**src/hdl/dflr_regs.svh**
```systemverilog
// Offsets, field positions and codes of the fault latch block
`ifndef DFLR_REGS_SVH
`define DFLR_REGS_SVH
// ***********************************************************************
// Register byte offsets
// ***********************************************************************
`define DFLR_CTRL_OFS 12'h000
`define DFLR_STAT_OFS 12'h004
`define DFLR_CODE_OFS 12'h008
// ***********************************************************************
// Control register bits (write 1 acts; bit 4 holds the written level)
// ***********************************************************************
`define DFLR_CTRL_PA_ARM 0
`define DFLR_CTRL_PANEL_CLR 1
`define DFLR_CTRL_FSEEK_SET 2
`define DFLR_CTRL_SEEK_SET 3
`define DFLR_CTRL_WP_SWITCH 4
// ***********************************************************************
// Latch index in the latch vector
// ***********************************************************************
`define DFLR_L_VOLT 0
`define DFLR_L_OFFCYL 1
`define DFLR_L_WFAULT 2
`define DFLR_L_HSEL 3
`define DFLR_L_RDWR 4
`define DFLR_L_WPROT 5
`define DFLR_L_FSEEK 6
`define DFLR_L_SEEK 7
`define DFLR_NUM_FAULTS 7
`define DFLR_NUM_LATCH 8
// ***********************************************************************
// Status register fields above the latch byte
// ***********************************************************************
`define DFLR_STAT_FAULT 8
`define DFLR_STAT_PA 9
`define DFLR_STAT_PWP 10
`define DFLR_STAT_WEN 11
// ***********************************************************************
// SMD bus bits
// ***********************************************************************
`define DFLR_OUT_FCLR 4
`define DFLR_OUT_RTZ 6
`define DFLR_IN_SEEK 2
`define DFLR_IN_FAULT 3
// ***********************************************************************
// Error codes: no error, then latch index plus one
// ***********************************************************************
`define DFLR_CODE_NONE 8'h00
`define DFLR_CTRL_RST 5'h01
`endif

```
**src/hdl/dflr_pkg.sv**
```systemverilog
// Types of the fault latch block
package dflr_pkg;
   typedef logic [7:0] dflr_byte_t;
   typedef logic [7:0] dflr_latch_t;
   typedef logic [7:0] dflr_code_t;
   typedef logic [1:0] dflr_chan_t;
endpackage

```
**src/hdl/dflr_latch_cell.sv**
```systemverilog
// One sticky error latch with conditional clear
`timescale 1ns/1ps
module dflr_latch_cell (
   input wire logic pclk,
   input wire logic presetn,
   input wire logic set_cond,
   input wire logic clr_req,
   output logic q
);
   logic q_q;
   logic q_d;
   // Clear acts only once the set condition is gone; set wins
   assign q_d = set_cond | (q_q & ~clr_req);
   always_ff @(posedge pclk or negedge presetn) begin
      if (!presetn) begin
         q_q <= 1'b0;
      end else begin
         q_q <= q_d;
      end
   end
   assign q = q_q;
endmodule // dflr_latch_cell

```
**src/hdl/dflr_fault_latch.sv**
```systemverilog
// Fault and seek error latches with SMD, SCSI, IPI reporting and APB
//
// The register offsets and the APB interface to the registers were decided locally.
`timescale 1ns/1ps
`include "dflr_regs.svh"
module dflr_fault_latch (
   input wire logic pclk,
   input wire logic presetn,
   input wire logic psel,
   input wire logic penable,
   input wire logic pwrite,
   input wire logic [11:0] paddr,
   input wire logic [31:0] pwdata,
   output logic [31:0] prdata,
   output logic pready,
   output logic pslverr,
   input wire logic read_gate,
   input wire logic write_gate,
   input wire logic on_cylinder,
   input wire dflr_pkg::dflr_chan_t write_ok,
   input wire dflr_pkg::dflr_chan_t clock_fault,
   input wire dflr_pkg::dflr_chan_t write_select_verify,
   input wire dflr_pkg::dflr_byte_t arm_select_a,
   input wire dflr_pkg::dflr_byte_t arm_select_b,
   input wire logic voltage_low,
   input wire logic logic_supply_low,
   input wire logic write_protect_mode,
   input wire logic tag1,
   input wire logic tag2,
   input wire logic tag3,
   input wire logic tag5,
   input wire logic unit_select_tag,
   input wire dflr_pkg::dflr_byte_t bus_out,
   output dflr_pkg::dflr_byte_t bus_in,
   input wire logic request_sense,
   input wire logic rezero_unit,
   output logic check_condition,
   input wire logic read_status,
   input wire logic recalibrate,
   output logic status_pending,
   output logic exception_status,
   output logic attention_in,
   output dflr_pkg::dflr_code_t error_code,
   output logic fault,
   output logic write_enable,
   output logic pa_enable,
   output logic processor_write_protect,
   output logic processor_master_clear,
   output logic sector_counter_reset,
   output logic servo_reset,
   output logic motor_reset,
   output logic retract,
   output logic load_abort,
   output logic load_restart
);
   import dflr_pkg::*;

   // ********************************************************************
   // Functions
   // ********************************************************************
   function automatic logic multi_sel(input dflr_byte_t s);
      return (s & (s - 8'h01)) != 8'h00;
   endfunction

   function automatic dflr_code_t code_of(input dflr_latch_t l);
      dflr_code_t c;
      c = `DFLR_CODE_NONE;
      for (int i = `DFLR_NUM_LATCH - 1; i >= 0; i--) begin
         if (l[i]) begin
            c = 8'(i + 1);
         end
      end
      return c;
   endfunction

   // ********************************************************************
   // APB decode
   // ********************************************************************
   logic pready_q;
   logic pslverr_q;
   logic [31:0] prdata_q;
   logic [4:0] ctrl_q;
   wire setup_ph = psel & ~penable;
   wire acc = psel & penable & pready_q;
   wire hit_ctrl = paddr == `DFLR_CTRL_OFS;
   wire hit_stat = paddr == `DFLR_STAT_OFS;
   wire hit_code = paddr == `DFLR_CODE_OFS;
   wire mapped = hit_ctrl | hit_stat | hit_code;
   wire wr_ctrl = acc & pwrite & hit_ctrl;
   wire arm_pa = wr_ctrl & pwdata[`DFLR_CTRL_PA_ARM];
   wire panel_clr = wr_ctrl & pwdata[`DFLR_CTRL_PANEL_CLR];
   wire fseek_set = wr_ctrl & pwdata[`DFLR_CTRL_FSEEK_SET];
   wire seek_set = wr_ctrl & pwdata[`DFLR_CTRL_SEEK_SET];

   // ********************************************************************
   // Latch set and clear terms
   // ********************************************************************
   dflr_latch_t latch;
   dflr_latch_t set_vec;
   dflr_latch_t clr_vec;
   logic pa_q;
   logic pwp_q;
   logic wen_q;
   wire protect = write_protect_mode | pwp_q;
   wire gates = read_gate | write_gate;
   wire [1:0] wf_chan = ~write_ok | (clock_fault & {2{write_gate}})
                        | ~write_select_verify;
   wire smd_fclr = tag3 & bus_out[`DFLR_OUT_FCLR];
   wire smd_rtz = tag3 & bus_out[`DFLR_OUT_RTZ];
   wire fault_clr = smd_fclr | request_sense | read_status
                    | panel_clr;
   wire seek_clr = smd_rtz | rezero_unit | recalibrate;

   assign set_vec[`DFLR_L_VOLT] = voltage_low;
   assign set_vec[`DFLR_L_OFFCYL] = gates
          & (~on_cylinder | latch[`DFLR_L_SEEK]);
   assign set_vec[`DFLR_L_WFAULT] = wen_q & (|wf_chan);
   assign set_vec[`DFLR_L_HSEL] = wen_q
          & (multi_sel(arm_select_a) | multi_sel(arm_select_b));
   assign set_vec[`DFLR_L_RDWR] = read_gate & write_gate;
   assign set_vec[`DFLR_L_WPROT] = write_gate & protect;
   assign set_vec[`DFLR_L_FSEEK] = fseek_set;
   assign set_vec[`DFLR_L_SEEK] = seek_set;
   assign clr_vec = {seek_clr, {`DFLR_NUM_FAULTS{fault_clr}}};

   // ********************************************************************
   // Latch bank
   // ********************************************************************
   genvar g;
   generate
      for (g = 0; g < `DFLR_NUM_LATCH; g++) begin : g_latch
         dflr_latch_cell u_cell (
            .pclk(pclk),
            .presetn(presetn),
            .set_cond(set_vec[g]),
            .clr_req(clr_vec[g]),
            .q(latch[g])
         );
      end
   endgenerate

   // ********************************************************************
   // Derived status
   // ********************************************************************
   wire any_fault = |latch[`DFLR_NUM_FAULTS-1:0];
   wire any_err = |latch;
   wire smd_tag = tag1 | tag2 | tag3 | unit_select_tag;
   wire ext_req = tag5 & (bus_out == 8'h00);
   dflr_byte_t bus_in_d;
   assign bus_in_d = ext_req ? {1'b0, latch[`DFLR_NUM_FAULTS-1:0]}
                   : smd_tag ? {4'h0, any_fault, latch[`DFLR_L_SEEK],
                                2'b00}
                   : 8'h00;
   wire pa_d = ~(voltage_low | logic_supply_low)
               & (pa_q | arm_pa);
   wire pwp_d = ~pa_q | ctrl_q[`DFLR_CTRL_WP_SWITCH];
   wire wen_d = write_gate & ~protect & ~any_fault;
   wire fs_clr = latch[`DFLR_L_FSEEK] & ~set_vec[`DFLR_L_FSEEK]
                 & fault_clr;
   wire [31:0] stat_word = {20'h0_0000, wen_q, pwp_q, pa_q, any_fault,
                            latch};
   wire [31:0] rd_mux = hit_ctrl ? {27'h000_0000, ctrl_q}
                      : hit_stat ? stat_word
                      : hit_code ? {24'h00_0000, code_of(latch)}
                      : 32'h0000_0000;

   // ********************************************************************
   // APB slave flops
   // ********************************************************************
   always_ff @(posedge pclk or negedge presetn) begin
      if (!presetn) begin
         pready_q <= 1'b0;
         pslverr_q <= 1'b0;
         prdata_q <= 32'h0000_0000;
      end else begin
         pready_q <= setup_ph;
         pslverr_q <= setup_ph & ~mapped;
         prdata_q <= (setup_ph & ~pwrite) ? rd_mux : 32'h0000_0000;
      end
   end

   always_ff @(posedge pclk or negedge presetn) begin
      if (!presetn) begin
         ctrl_q <= 5'h00;
      end else if (wr_ctrl) begin
         ctrl_q <= pwdata[4:0];
      end
   end

   // ********************************************************************
   // Write path and power amp
   // ********************************************************************
   always_ff @(posedge pclk or negedge presetn) begin
      if (!presetn) begin
         pa_q <= 1'b0;
         pwp_q <= 1'b1;
         wen_q <= 1'b0;
      end else begin
         pa_q <= pa_d;
         pwp_q <= pwp_d;
         wen_q <= wen_d;
      end
   end

   // ********************************************************************
   // Reporting flops
   // ********************************************************************
   dflr_byte_t bus_in_q;
   dflr_code_t code_q;
   logic fault_q;
   logic err_q;
   logic lvl_q;
   logic abort_q;
   logic restart_q;
   always_ff @(posedge pclk or negedge presetn) begin
      if (!presetn) begin
         bus_in_q <= 8'h00;
         code_q <= `DFLR_CODE_NONE;
         fault_q <= 1'b0;
         err_q <= 1'b0;
         lvl_q <= 1'b0;
         abort_q <= 1'b0;
         restart_q <= 1'b0;
      end else begin
         bus_in_q <= bus_in_d;
         code_q <= code_of(latch);
         fault_q <= any_fault;
         err_q <= any_err;
         lvl_q <= logic_supply_low;
         abort_q <= latch[`DFLR_L_FSEEK];
         restart_q <= fs_clr;
      end
   end

   assign prdata = prdata_q;
   assign pready = pready_q;
   assign pslverr = pslverr_q;
   assign bus_in = bus_in_q;
   assign check_condition = err_q;
   assign status_pending = err_q;
   assign exception_status = err_q;
   assign attention_in = err_q;
   assign error_code = code_q;
   assign fault = fault_q;
   assign write_enable = wen_q;
   assign pa_enable = pa_q;
   assign processor_write_protect = pwp_q;
   assign processor_master_clear = lvl_q;
   assign sector_counter_reset = lvl_q;
   assign servo_reset = lvl_q;
   assign motor_reset = lvl_q;
   assign retract = lvl_q;
   assign load_abort = abort_q;
   assign load_restart = restart_q;
endmodule // dflr_fault_latch

```
**config.mk**
```make
export PLATFORM = sky130hd
export DESIGN_NAME = dflr_fault_latch
export DESIGN_NICKNAME = d
export VERILOG_FILES = /design/src/hdl/dflr_pkg.sv /design/src/hdl/dflr_latch_cell.sv /design/src/hdl/dflr_fault_latch.sv
export VERILOG_INCLUDE_DIRS = /design/src /design/src/hdl
export SDC_FILE = /design/constraint.sdc
export NUM_CORES = 1
export LEC_CHECK = 0
export BUFFER_PORTS_ARGS = -buffer_cell sky130_fd_sc_hd__buf_4
export CAP_MARGIN = 20
export CORE_ASPECT_RATIO = 0.75
export CORE_MARGIN = 3
export CORE_UTILIZATION = 40
export DETAILED_ROUTE_END_ITERATION = 10
export GPL_TIMING_DRIVEN = 0
export PLACE_DENSITY = 0.77
export SYNTH_ARGS = -nofsm -noshare
export SYNTH_HDL_FRONTEND = slang
export SYNTH_SLANG_ARGS = --single-unit
```
**constraint.sdc**
```tcl
create_clock -name pclk -period 2.73 [get_ports pclk]
set_clock_uncertainty 0.1 [all_clocks]
set_input_delay 0.546 -clock pclk [delete_from_list [all_inputs] [get_ports pclk]]
set_output_delay 0.546 -clock pclk [all_outputs]
set_load 0.01 [all_outputs]
```
# [Word-level counts from Yosys, hierarchy flattened]
# Index checks and enable logic that the tools add are counted.
[op_classes] add_sub_neg=2 eq_ne=2 n_mux=14 bitwise=75 reduce_logical=7
[ops] op="$mux W8" count=8
[ops] op="$mux W12" count=3
[ops] op="$and A1 B1 Y1" count=32
[ops] op="$or A1 B1 Y1" count=25
[ops] op="$and A8 B8 Y8" count=2
[ops] op="$reduce_bool A8 Y1" count=2
[ops] op="$sub A8 B1 Y8 const B" count=2
[ops] op="$eq A12 B3 Y1 const B" count=1
[ops] op="$eq A12 B4 Y1 const B" count=1
[ops] op="$logic_not A12 Y1" count=1
[ops] op="$not A1 Y1" count=11
[ops] op="$logic_not A8 Y1" count=1
[ops] op="$mux W4" count=2
[ops] op="$reduce_or A8 Y1" count=1
[ops] op="$mux W7" count=1
[ops] op="$reduce_or A7 Y1" count=1
[ops] op="$not A2 Y2" count=2
[ops] op="$or A2 B2 Y2" count=2
[ops] op="$and A2 B2 Y2" count=1
[ops] op="$reduce_or A2 Y1" count=1
[word_totals] ff_bits=50 output_inout_bits=65

# [Logic depth before layout (Yosys ltp)]
# Gate-level depths: netlist (run 1).
[depth] depth_word=12 depth_mapped=5 ltp_nobuf=4

# [Modules after synthesis]
# A second synthesis (run 1) with hierarchy kept.
[unflattened] cells_unflattened=208 hier_area_um2=2262.2
[modules_own_cells] mod="dflr_fault_latch" n_inst=1 cells_per_inst=184 area_each_um2=1971.9 seq_area_each_um2=952.2
[modules_own_cells] mod="dflr_latch_cell" n_inst=8 cells_per_inst=3 area_each_um2=36.3 seq_area_each_um2=25.0

# [Worst setup path before layout (run 1)]
# No wires, ideal clock.
[synth_path] path_kind="in2reg" start="input paddr[7]" end="register g_latch[3].u_cell.q_q" setup_time_ps=124 t_arrival_ps=1750 required_time_ps=2506 path_slack_ps=756 path_stages=5 n_path_buf=1 cell_sequence="nor4_1 and4_1 buf_4 a21oi_2 a211o_1"
[synth_via] elab_chain_cells=7
[synth_lines] element="from (decl)" line="dflr_fault_latch.sv:12" text="input wire logic [11:0] paddr,"
[synth_lines] element="$logic_not A12 Y1 (no line)"
[synth_lines] element="$and A1 B1 Y1" line="dflr_fault_latch.sv:89" text="wire wr_ctrl = acc & pwrite & hit_ctrl;"
[synth_lines] element="$and A1 B1 Y1" line="dflr_fault_latch.sv:91" text="wire panel_clr = wr_ctrl & pwdata[`DFLR_CTRL_PANEL_CLR];"
[synth_lines] element="$or A1 B1 Y1" line="dflr_fault_latch.sv:111" text="| panel_clr;"
[synth_lines] element="$not A1 Y1" line="dflr_latch_cell.sv:13" text="assign q_d = set_cond | (q_q & ~clr_req);"
[synth_lines] element="$and A1 B1 Y1" line="dflr_latch_cell.sv:13"
[synth_lines] element="$or A1 B1 Y1" line="dflr_latch_cell.sv:13"
[synth_lines] element="named net g_latch[3].u_cell.q_d" line="dflr_latch_cell.sv:11" text="logic q_d;"
[synth_lines] element="to (signal assigned)" line="dflr_latch_cell.sv:18" text="q_q <= q_d;"
[synth_lines] element="to (decl)" line="dflr_latch_cell.sv:10" text="logic q_q;"
# The timed path passes the listed nets, and every way through them passes these cells.
# A chain may end at the register's enable or synchronous reset.

# [Worst setup path in the final report (run 1)]
[layout_path] start="input paddr[7]" end="register prdata_q[6], in the netlist prdata[6]"
[layout_via] elab_chain_cells=5 word_cells_on_any_way=7 classes_between="eq/ne (2); mux (4); reduce/logical (1)"
[layout_lines] element="$eq A12 B4 Y1 (no line)"
[layout_lines] element="$mux W8" line="dflr_fault_latch.sv:164" text=": hit_code ? {24'h00_0000, code_of(latch)}"
[layout_lines] element="$mux W12" line="dflr_fault_latch.sv:163" text=": hit_stat ? stat_word"
[layout_lines] element="$mux W12 *" line="dflr_fault_latch.sv:162" text="wire [31:0] rd_mux = hit_ctrl ? {27'h000_0000, ctrl_q}"
[layout_lines] element="$mux W12 *" line="dflr_fault_latch.sv:178" text="prdata_q <= (setup_ph & ~pwrite) ? rd_mux : 32'h0000_0000;"
[layout_lines] element="to (signal assigned)" line="dflr_fault_latch.sv:178"
[layout_lines] element="to (decl)" line="dflr_fault_latch.sv:81" text="logic [31:0] prdata_q;"
# Mark *: on every way between the ends. The rest lies on a longest branch, timed or not.

==> results of run 1 <==
synth_stat cells, types with 2 or more instances:
cell type	n
o31ai_1	5
inv_1	7
buf_4	33
a22o_1	2
mux2_2	3
a211o_1	3
nand2b_1	2
and2_1	11
clkbuf_1	3
a21o_1	2
a21oi_1	5
o21ai_0	9
nor2_1	11
nand4_1	4
nor4_1	8
o31a_1	2
and3_2	2
nor3_1	4
dfrtp_1	45
and4_1	3
nor2b_1	4
and2_2	2
nand2_1	9
a22oi_1	2
cells by family after synthesis:
family | after synthesis
AND/OR/NAND/NOR | 69
multiplexers | 4
other | 1
flip-flops | 46
AO/OA/AOI/OAI | 39
adder cells (fa/ha/maj) | 1
buffers and inverters | 43
through the flow:
stage / power [mW] / util, % / setup WS (ps) / std cells
after CTS: 1.43 / 64.3 / 465 / 413
after floorplan: 0.815 / - / 756 / 227
after detailed placement: 0.941 / 62.2 / 150 / 405
after global routing: 1.49 / 64.3 / 303 / 413
after global placement: 0.937 / 62.2 / 233 / 405
final: 1.42 / 64.3 / 507 / 413
registers in the layout, summed over array words and instances, names as in the netlist, 4 cells and up:
register          cells
prdata               12
g_latch.u_cell.q      8
ctrl_q                5
bus_in                7
error_code            4
placed cells by master (no fill, tap or decap), types with 5 or more instances in the layout:
cell type	n
a21oi_1	5
and2_1	11
buf_4	139
clkbuf_8	5
conb_1	25
dfrtp_1	45
inv_1	7
nand2_1	9
nor2_1	11
nor4_1	8
o21ai_0	9
o31ai_1	5
report_power, final:
part,internal (mW),switching [mW],total [mW]
registers,0.693,0.0116,0.705
logic,0.129,0.0937,0.223
clock network,0.273,0.223,0.496
per-layer routing:
metal	vias to the layer above	track usage (%)	share of wire, %
met4	0	5.44	1.5
met1	858	20.9	44
met2	83	25.9	46
li1	934	-	-
met5	-	0	0
met3	8	5.06	8.7
final timing paths:
| path | startpoint | endpoint | slack (ps) |
|---|---|---|---|
| worst max-delay path | paddr[7] | prdata[6] | 510 |
| worst min-delay path | presetn | prdata[5] | 140 |
| worst max register to register | g_latch[6].u_cell.q | prdata[3] | 640 |
| worst min register to register | pa_enable | processor_write_protect | 370 |
| max in group asynchronous | presetn | prdata[3] | 2000 |
| min in group pclk | logic_supply_low | motor_reset | 270 |
cell type report:
cell class,instances,share of cell area [%]
Buffer,36,7.86
Clock buffer,6,2.20
Clock inverter,2,1.14
Inverter,7,0.798
Multi-Input combinational cell,138,26.1
Sequential cell,46,35.0
Tap cell,72,2.73
Timing Repair Buffer,106,24.2
==> flow_summary.toml, run 1 <==
[clocking]
cts_num_sinks = 46
cts.repair_timing.setup_buffer_count = 0
cts-buffers-inserted = 5
postCtsResizedCells = 0
cts_root_buf = "clkbuf_8"
h-tree-depth = 2
clock_tree_from_tritoncts = "built"
post_cts_hold_buffer_count = 0
insertion_delay_ps = 290
clk_transition_reported_paths_ps = 80
clock_tree.buffer_depth = 2

[detailed_routing]
avgRoutedWirePerCell_um = 12.8
detail_route.wirelength_mm = 5.30
vias = 1883
number_of_vias_per_cell_after_detailed_routing = 4.56
drcViolationCount = 0
drt.antenna.violating_nets = 0
detailedRoute.firstPassIterationCount = 5
drtIter0Drc = 95

[synth]
yosys.cell_types.count = 46
synth-main-ff-cell = "dfrtp_1"
synth_top_area_share_pct = 51.0
syn_inst = 203
synth_fa_ha_area_share_pct = 0.453
synthesis.area_per_instance_um2 = 10.9
ys_seq_area_share_pct = 52.2
synthXorXnorAreaFrac_pct = 0
synthesized_area_fraction_occupied_by_ao_oa_aoi_and_oai_cells_pct = 12.8
synth_top_area_cell = "dfrtp_1"
synth_edf_count = 0
dominant_combinational_cell_family_by_area_after_synthesis = "simple AND/OR/NAND/NOR gates"
mappedNetlistArea_mm2 = 0.00221
yosys_warnings = 0
synth.mux.area_fraction_pct = 1.98
postSynth.asyncResetShare_pct = 100
synthSimpleGateAreaFrac_pct = 19.5
postSynthRegisterBits = 46
yosys-top-cells-area = "dfrtp_1 (51%), buf_4 (11%), and2_1 (3.1%), nor4_1 (2.3%), o21ai_0 (2.0%)"

[die]
placement_rows = 22
initial_utilization_pct = 43.1
floorplan.die.width_um = 91.8
die_area_mm2 = 0.00646
chipHeight_um = 70.4
core_area_mm2 = 0.00512
top_level_ports = 159

[placed_design]
place_area_mm2 = 0.00318
detailedPlacementHpwl_mm = 4.28
finalWeightedCongestion = 0.769
port-buffer-count = 106

[setup_path]
worstPathCellList = "buf_4, nor4_1, nand4_1, nor3b_2, and2_2"
worstPathMaxFanout = 7
crit_buf_inv = 1
crit_required_ps = 2870
timing.critical_path.slowest_stage_cell = "nor4_1"
crit_path_end_kind = "register"
timing.critical_path.slowest_cell_delay_ps = 550
cp.arrival_ps = 2360
number_of_gates_on_the_worst_path_with_buffers_counted = 5
crit_family = "simple AND/OR/NAND/NOR gates"
reg2regPathDepth = 4
crit_type = "in2reg"
crit_path_launch_type = "input pin"

[timing]
finalWorstPathRequiredPeriod_ps = 2220
setup_total_negative_slack_ps = 0
slew-limit-headroom_pct = 59.7
report.final.slew_viol_count = 0
worst-slew-pin-transition_ps = 598
maxClockFrequency_mhz = 450
holdWs_ps = 143
final-hold-violation-count = 0
setup_repair_after_global_routing_missed_its_margin = "false"
min_period_over_period_pct = 81.4
timing.final.setup_violations = 0

[grt]
grt_overflow_total = 0
grt_pass1_vias = 1820
grt_usage_pct = 16.2
global_route_wire_length_before_repair_mm = 8.24
initial_antenna_violation_count = 0
pin_count_of_the_biggest_net_entering_global_routing = 47

[flow_run]
max_cap_violations = 0

[final_layout]
areaGrowthSynthToFinish_pct = 49.2
layout.area.seq_mm2 = 0.00115
layout-drive-gt1-share_pct = 47.5
multi_input_comb_area_um2 = 861
design_area_mm2 = 0.00329
final_nets = 434
num-fill-cells = 452
insertedDiodeCount = 0

[power_and_ir_drop]
worst_ir_drop_vdd_mv = 0.197
power.density_mw_per_mm2 = 432
power.static_leakage_nw = 1.72

[outcome]
outcome = "finished, final reports clean"

[min_path]
worstHoldPathType = "in2async"
Power figures use the tool's default switching activity.
==> run 2: changes to the inputs <==
--- a/config.mk
+++ b/config.mk
@@ -10,10 +10,10 @@
 export CAP_MARGIN = 20
 export CORE_ASPECT_RATIO = 0.75
 export CORE_MARGIN = 3
-export CORE_UTILIZATION = 40
+export CORE_UTILIZATION = 37
 export DETAILED_ROUTE_END_ITERATION = 10
 export GPL_TIMING_DRIVEN = 0
-export PLACE_DENSITY = 0.77
+export PLACE_DENSITY = 0.75
 export SYNTH_ARGS = -nofsm -noshare
 export SYNTH_HDL_FRONTEND = slang
 export SYNTH_SLANG_ARGS = --single-unit
==> constraint.sdc (replaced) <==
create_clock -name pclk -period 1.9 [get_ports pclk]
set_clock_uncertainty 0.1 [all_clocks]
set_input_delay 0.38 -clock pclk [delete_from_list [all_inputs] [get_ports pclk]]
set_output_delay 0.38 -clock pclk [all_outputs]
set_load 0.01 [all_outputs]
==> run 2 against run 1 <==
Net effect:
- register-to-register slack worse by 580 ps
- highest routed layer unchanged
- total power increased by 44%
- sequential share of layout area fell by 0.87 points
- largest power group unchanged
- critical path type is now reg2reg
- wire length increased by 7.6%
==> flow_summary.toml, run 2 (same netlist as run 1, synthesis figures left out) <==
[min_path]
worstHoldPathType = "in2reg"

[placed_design]
post-place-ws_ps = -352
finalWeightedCongestion = 0.741
place_area_mm2 = 0.00319
port-buffer-count = 106
placed_cells_incl_taps = 408
detailedPlacementHpwl_mm = 4.35

[clocking]
h-tree-depth = 2
cts_root_buf = "clkbuf_8"
clk_transition_reported_paths_ps = 80
clock_tree_from_tritoncts = "built"
cts-buffers-inserted = 5
clock_tree.buffer_depth = 2
cts_num_sinks = 46
insertion_delay_ps = 300

[timing]
min_period_over_period_pct = 96.8
worst-slew-pin-transition_ps = 548
finalWorstPathRequiredPeriod_ps = 1840
final-hold-violation-count = 0
maxClockFrequency_mhz = 544
report.final.slew_viol_count = 0
holdWs_ps = 92.9
setup_repair_after_global_routing_missed_its_margin = "true"
timing.final.setup_violations = 0
slew-limit-headroom_pct = 63.5
setup_ws_ps = 61.4

[setup_path]
timing.critical_path.slowest_stage_cell = "or4_4"
crit_required_ps = 2000
worstPathMaxFanout = 6
worstPathCellList = "or4_4, nor4_4, nand3b_4, a2111oi_4"
crit_type = "reg2reg"
crit_path_end_kind = "register"
cp.arrival_ps = 1940
crit_path_launch_type = "register"
timing.critical_path.slowest_cell_delay_ps = 580

[detailed_routing]
vias = 1905
drcViolationCount = 0
drt.antenna.violating_nets = 0
detail_route.wirelength_mm = 5.71
avgRoutedWirePerCell_um = 13.6
detailedRoute.firstPassIterationCount = 4
drtIter0Drc = 108
number_of_vias_per_cell_after_detailed_routing = 4.52

[final_layout]
design_area_mm2 = 0.00339
areaGrowthSynthToFinish_pct = 53.3
insertedDiodeCount = 0
final_nets = 439
layout_common_cells = "buf_4 (143), dfrtp_1 (43), conb_1 (25)"
most_common_library_cell_in_the_layout_ignoring_fill_and_taps = "buf_4"
layout-drive-gt1-share_pct = 49.7
number_of_flip_flops_under_the_largest_register_name = 12
final-instance-count-excl-fill = 421

[die]
floorplan.die.width_um = 95.2
chipHeight_um = 72.9
core_area_mm2 = 0.00555
initial_utilization_pct = 39.8
die_area_mm2 = 0.00694
placement_rows = 23
top_level_ports = 159

[grt]
global_route_wire_length_before_repair_mm = 8.75
initial_antenna_violation_count = 0
busiest_layer = "met2"
grt_use_met2_pct = 27.2
grt.met3_usage_pct = 5.36
grt_usage_pct = 16.5
global_route.usage.met1_pct = 21.4
grt_pass1_vias = 1892
grt_overflow_total = 0
pin_count_of_the_biggest_net_entering_global_routing = 47

[power_and_ir_drop]
power.density_mw_per_mm2 = 607
worst_ir_drop_vdd_mv = 0.339
power.static_leakage_nw = 1.77
total_power_mw = 2.06

[outcome]
outcome = "finished, final reports clean"

[flow_run]
max_cap_violations = 0
-- run 2: worst max-delay path, delay by kind of cell (launching register included) --
family,cells,cell delay (ps)
simple gates,3,930
flops,1,440
compound gates,1,280
-- run 2: repair_timing --
| action | CTS | global route |
|---|---|---|
| pin swaps | 2 | 4 |
| buffers inserted | 4 | 0 |
| resized for setup | 3 | 7 |
| cloned | 0 | 0 |
| endpoints found under the hold margin | 45 | 0 |
| setup endpoints to repair | 8 | 4 |
| hold buffers | 1 | 0 |
-- run 2: area by class of cell --
| class | count | area (µm²) |
|---|---|---|
| Multi-Input combinational cell | 138 | 903 |
| Tap cell | 75 | 93.8 |
| Sequential cell | 46 | 1150 |
| Clock buffer | 6 | 72.6 |
| Clock inverter | 2 | 37.5 |
| Fill cell | 468 | 2170 |
| Timing Repair Buffer | 111 | 836 |
| Buffer | 36 | 259 |
| Inverter | 7 | 28.8 |
-- run 2: routing by layer --
| layer | up-vias | wire [µm] | part of all wire [%] |
|---|---|---|---|
| met5 | - | 0 | 0 |
| met1 | 863 | 2340 | 41 |
| met4 | 0 | 57 | 1.0 |
| met2 | 89 | 2750 | 48 |
| li1 | 946 | - | - |
| met3 | 7 | 560 | 9.8 |
-- run 2: per-stage QoR --
stage          TNS (ps)  utilization (%)
5_1_grt           -23.7             61.0
4_1_cts           -45.7             60.3
2_1_floorplan         0                -
3_3_place_gp      -4410             57.4
3_5_place_dp      -4030             57.4
6_report              0             61.0
-- run 2: final timing paths --
check                               startpoint                 endpoint  slack (ps)  cells past startpoint
hold / removal                logic_supply_low              motor_reset          90                      1
max in group asynchronous              presetn      g_latch[3].u_cell.q         770                      2
setup reg to reg           g_latch[5].u_cell.q                prdata[3]          60                      4
min in group asynchronous              presetn                prdata[9]         530                      2
setup / recovery           g_latch[5].u_cell.q                prdata[3]          60                      4
hold reg to reg                      pa_enable  processor_write_protect         360                      1
-- run 2: power by group --
group / leakage (nW) / switching, mW / internal, mW / total [mW]
clock: 0.0514 / 0.318 / 0.392 / 0.710
sequential: 0.594 / 0.0162 / 0.996 / 1.01
combinational: 1.13 / 0.143 / 0.191 / 0.334
==> run 3: changes to the inputs <==
--- a/config.mk
+++ b/config.mk
@@ -11,8 +11,8 @@
 export CORE_ASPECT_RATIO = 0.75
 export CORE_MARGIN = 3
 export CORE_UTILIZATION = 37
+export CTS_CLUSTER_DIAMETER = 50
 export DETAILED_ROUTE_END_ITERATION = 10
-export GPL_TIMING_DRIVEN = 0
 export PLACE_DENSITY = 0.75
 export SYNTH_ARGS = -nofsm -noshare
 export SYNTH_HDL_FRONTEND = slang
==> run 3 against run 2 <==
Net effect:
- first-iteration DRC count is 74% lower
- count of clock-buffer cells in the layout is 1 lower
- cell count is 6.2% lower
- utilization is 4.5 points lower
- sequential share of layout area is 2.6 points higher
- non-clock buffer count is 26 lower
- largest cell class unchanged
- wire length is 9.3% lower
- final area is 7.3% lower
- critical path depth stayed put
==> flow_summary.toml, run 3 (same netlist as run 1, synthesis figures left out) <==
[setup_path]
crit_path_end_kind = "register"
crit_type = "reg2reg"
crit_family = "simple AND/OR/NAND/NOR gates"
crit_buf_inv = 0
timing.critical_path.slowest_cell_delay_ps = 530
worstPathMaxFanout = 2
cp.arrival_ps = 1870
crit_path_launch_type = "register"
timing.critical_path.slowest_stage_cell = "or4_4"
worstPathCellList = "or4_4, nor4_4, nand3b_2, a2111oi_2"
crit_required_ps = 2000

[clocking]
h-tree-depth = 2
clk_transition_reported_paths_ps = 90
cts_root_buf = "clkbuf_8"
cts-buffers-inserted = 5
cts_num_sinks = 46
clock_tree_from_tritoncts = "built"
clock_tree.buffer_depth = 2
insertion_delay_ps = 300

[final_layout]
layout_common_cells = "buf_4 (120), dfrtp_1 (45), conb_1 (25)"
insertedDiodeCount = 0
most_common_library_cell_in_the_layout_ignoring_fill_and_taps = "buf_4"
areaGrowthSynthToFinish_pct = 42.1
design_area_mm2 = 0.00314
final-instance-count-excl-fill = 395
layout-drive-gt1-share_pct = 45.0
final_core_utilization_pct = 56.5
number_of_flip_flops_under_the_largest_register_name = 12
final_nets = 413

[power_and_ir_drop]
power.density_mw_per_mm2 = 606
worst_ir_drop_vdd_mv = 0.264
total_power_mw = 1.90
power.static_leakage_nw = 1.61

[grt]
initial_antenna_violation_count = 0
grt_usage_pct = 15.4
pin_count_of_the_biggest_net_entering_global_routing = 47
grt_overflow_total = 0
grt_pass1_vias = 1859
global_route_wire_length_before_repair_mm = 8.27

[placed_design]
finalWeightedCongestion = 0.767
port-buffer-count = 106
place_area_mm2 = 0.00303
post-place-ws_ps = 10.4
placed_cells_incl_taps = 386
detailedPlacementHpwl_mm = 4.24

[detailed_routing]
drcViolationCount = 0
number_of_vias_per_cell_after_detailed_routing = 4.60
drtIter0Drc = 28
detail_route.wirelength_mm = 5.18
detailedRoute.firstPassIterationCount = 4
avgRoutedWirePerCell_um = 13.1
vias = 1817
drt.antenna.violating_nets = 0

[timing]
holdWs_ps = 90.2
min_period_over_period_pct = 93.6
slew-limit-headroom_pct = 63.4
setup_total_negative_slack_ps = 0
setup_ws_ps = 122
final-hold-violation-count = 0
setup_repair_after_global_routing_missed_its_margin = "false"
worst-slew-pin-transition_ps = 550
report.final.slew_viol_count = 0
timing.final.setup_violations = 0
maxClockFrequency_mhz = 562
finalWorstPathRequiredPeriod_ps = 1780

[flow_run]
max_cap_violations = 0

[die]
die_area_mm2 = 0.00694
core_area_mm2 = 0.00555
floorplan.die.width_um = 95.2
top_level_ports = 159
chipHeight_um = 72.9
placement_rows = 23
initial_utilization_pct = 39.8

[outcome]
outcome = "finished, final reports clean"

[min_path]
worstHoldPathType = "in2reg"
run 3: cell types whose count changed in the layout (fill, tap and decap cells not counted), moves of 2 or more:
cell	change
dfrtp_1	+2
clkbuf_1	-4
dfrtp_2	-2
buf_4	-23
nor4_2	-2
nor4_1	+2
run 3: layer usage:
metal / vias up / wire (µm) / global-route usage [%]
li1: 896 / - / -
met3: 9 / 454 / 4.12
met5: - / 0 / 0
met2: 85 / 2370 / 25.3
met4: 0 / 70 / 4.64
met1: 827 / 2280 / 20.0
run 3: power breakdown:
part / switching [mW] / total [mW] / internal [mW] / leakage, nW
sequential: 0.0138 / 1.01 / 0.996 / 0.597
clock: 0.340 / 0.606 / 0.265 / 0.0447
combinational: 0.132 / 0.285 / 0.154 / 0.970
run 3: what timing repair did:
item | CTS | global route
hold buffers | 1 | 0
setup buffers | 0 | 0
endpoints found under the setup margin | 0 | 0
resized for setup | 0 | 0
endpoints found under the hold margin | 45 | 0
run 3: final cells by class:
cell class | instances | area (µm²)
clock inverter | 3 | 25.0
sequential | 46 | 1150
multi-input combinational | 138 | 861
fill | 485 | 2420
tap | 75 | 93.8
inverter | 7 | 26.3
timing repair buffer | 121 | 911
clock buffer | 5 | 68.8
run 3: final timing paths:
kind	start	endpoint	slack, ps	cells past startpoint
setup / recovery	g_latch[5].u_cell.q	prdata[3]	120	4
hold / removal	logic_supply_low	motor_reset	90	1
setup reg to reg	g_latch[5].u_cell.q	prdata[3]	120	4
hold reg to reg	pa_enable	processor_write_protect	370	1
max in group asynchronous	presetn	ctrl_q[1]	810	2
min in group asynchronous	presetn	bus_in[5]	520	2
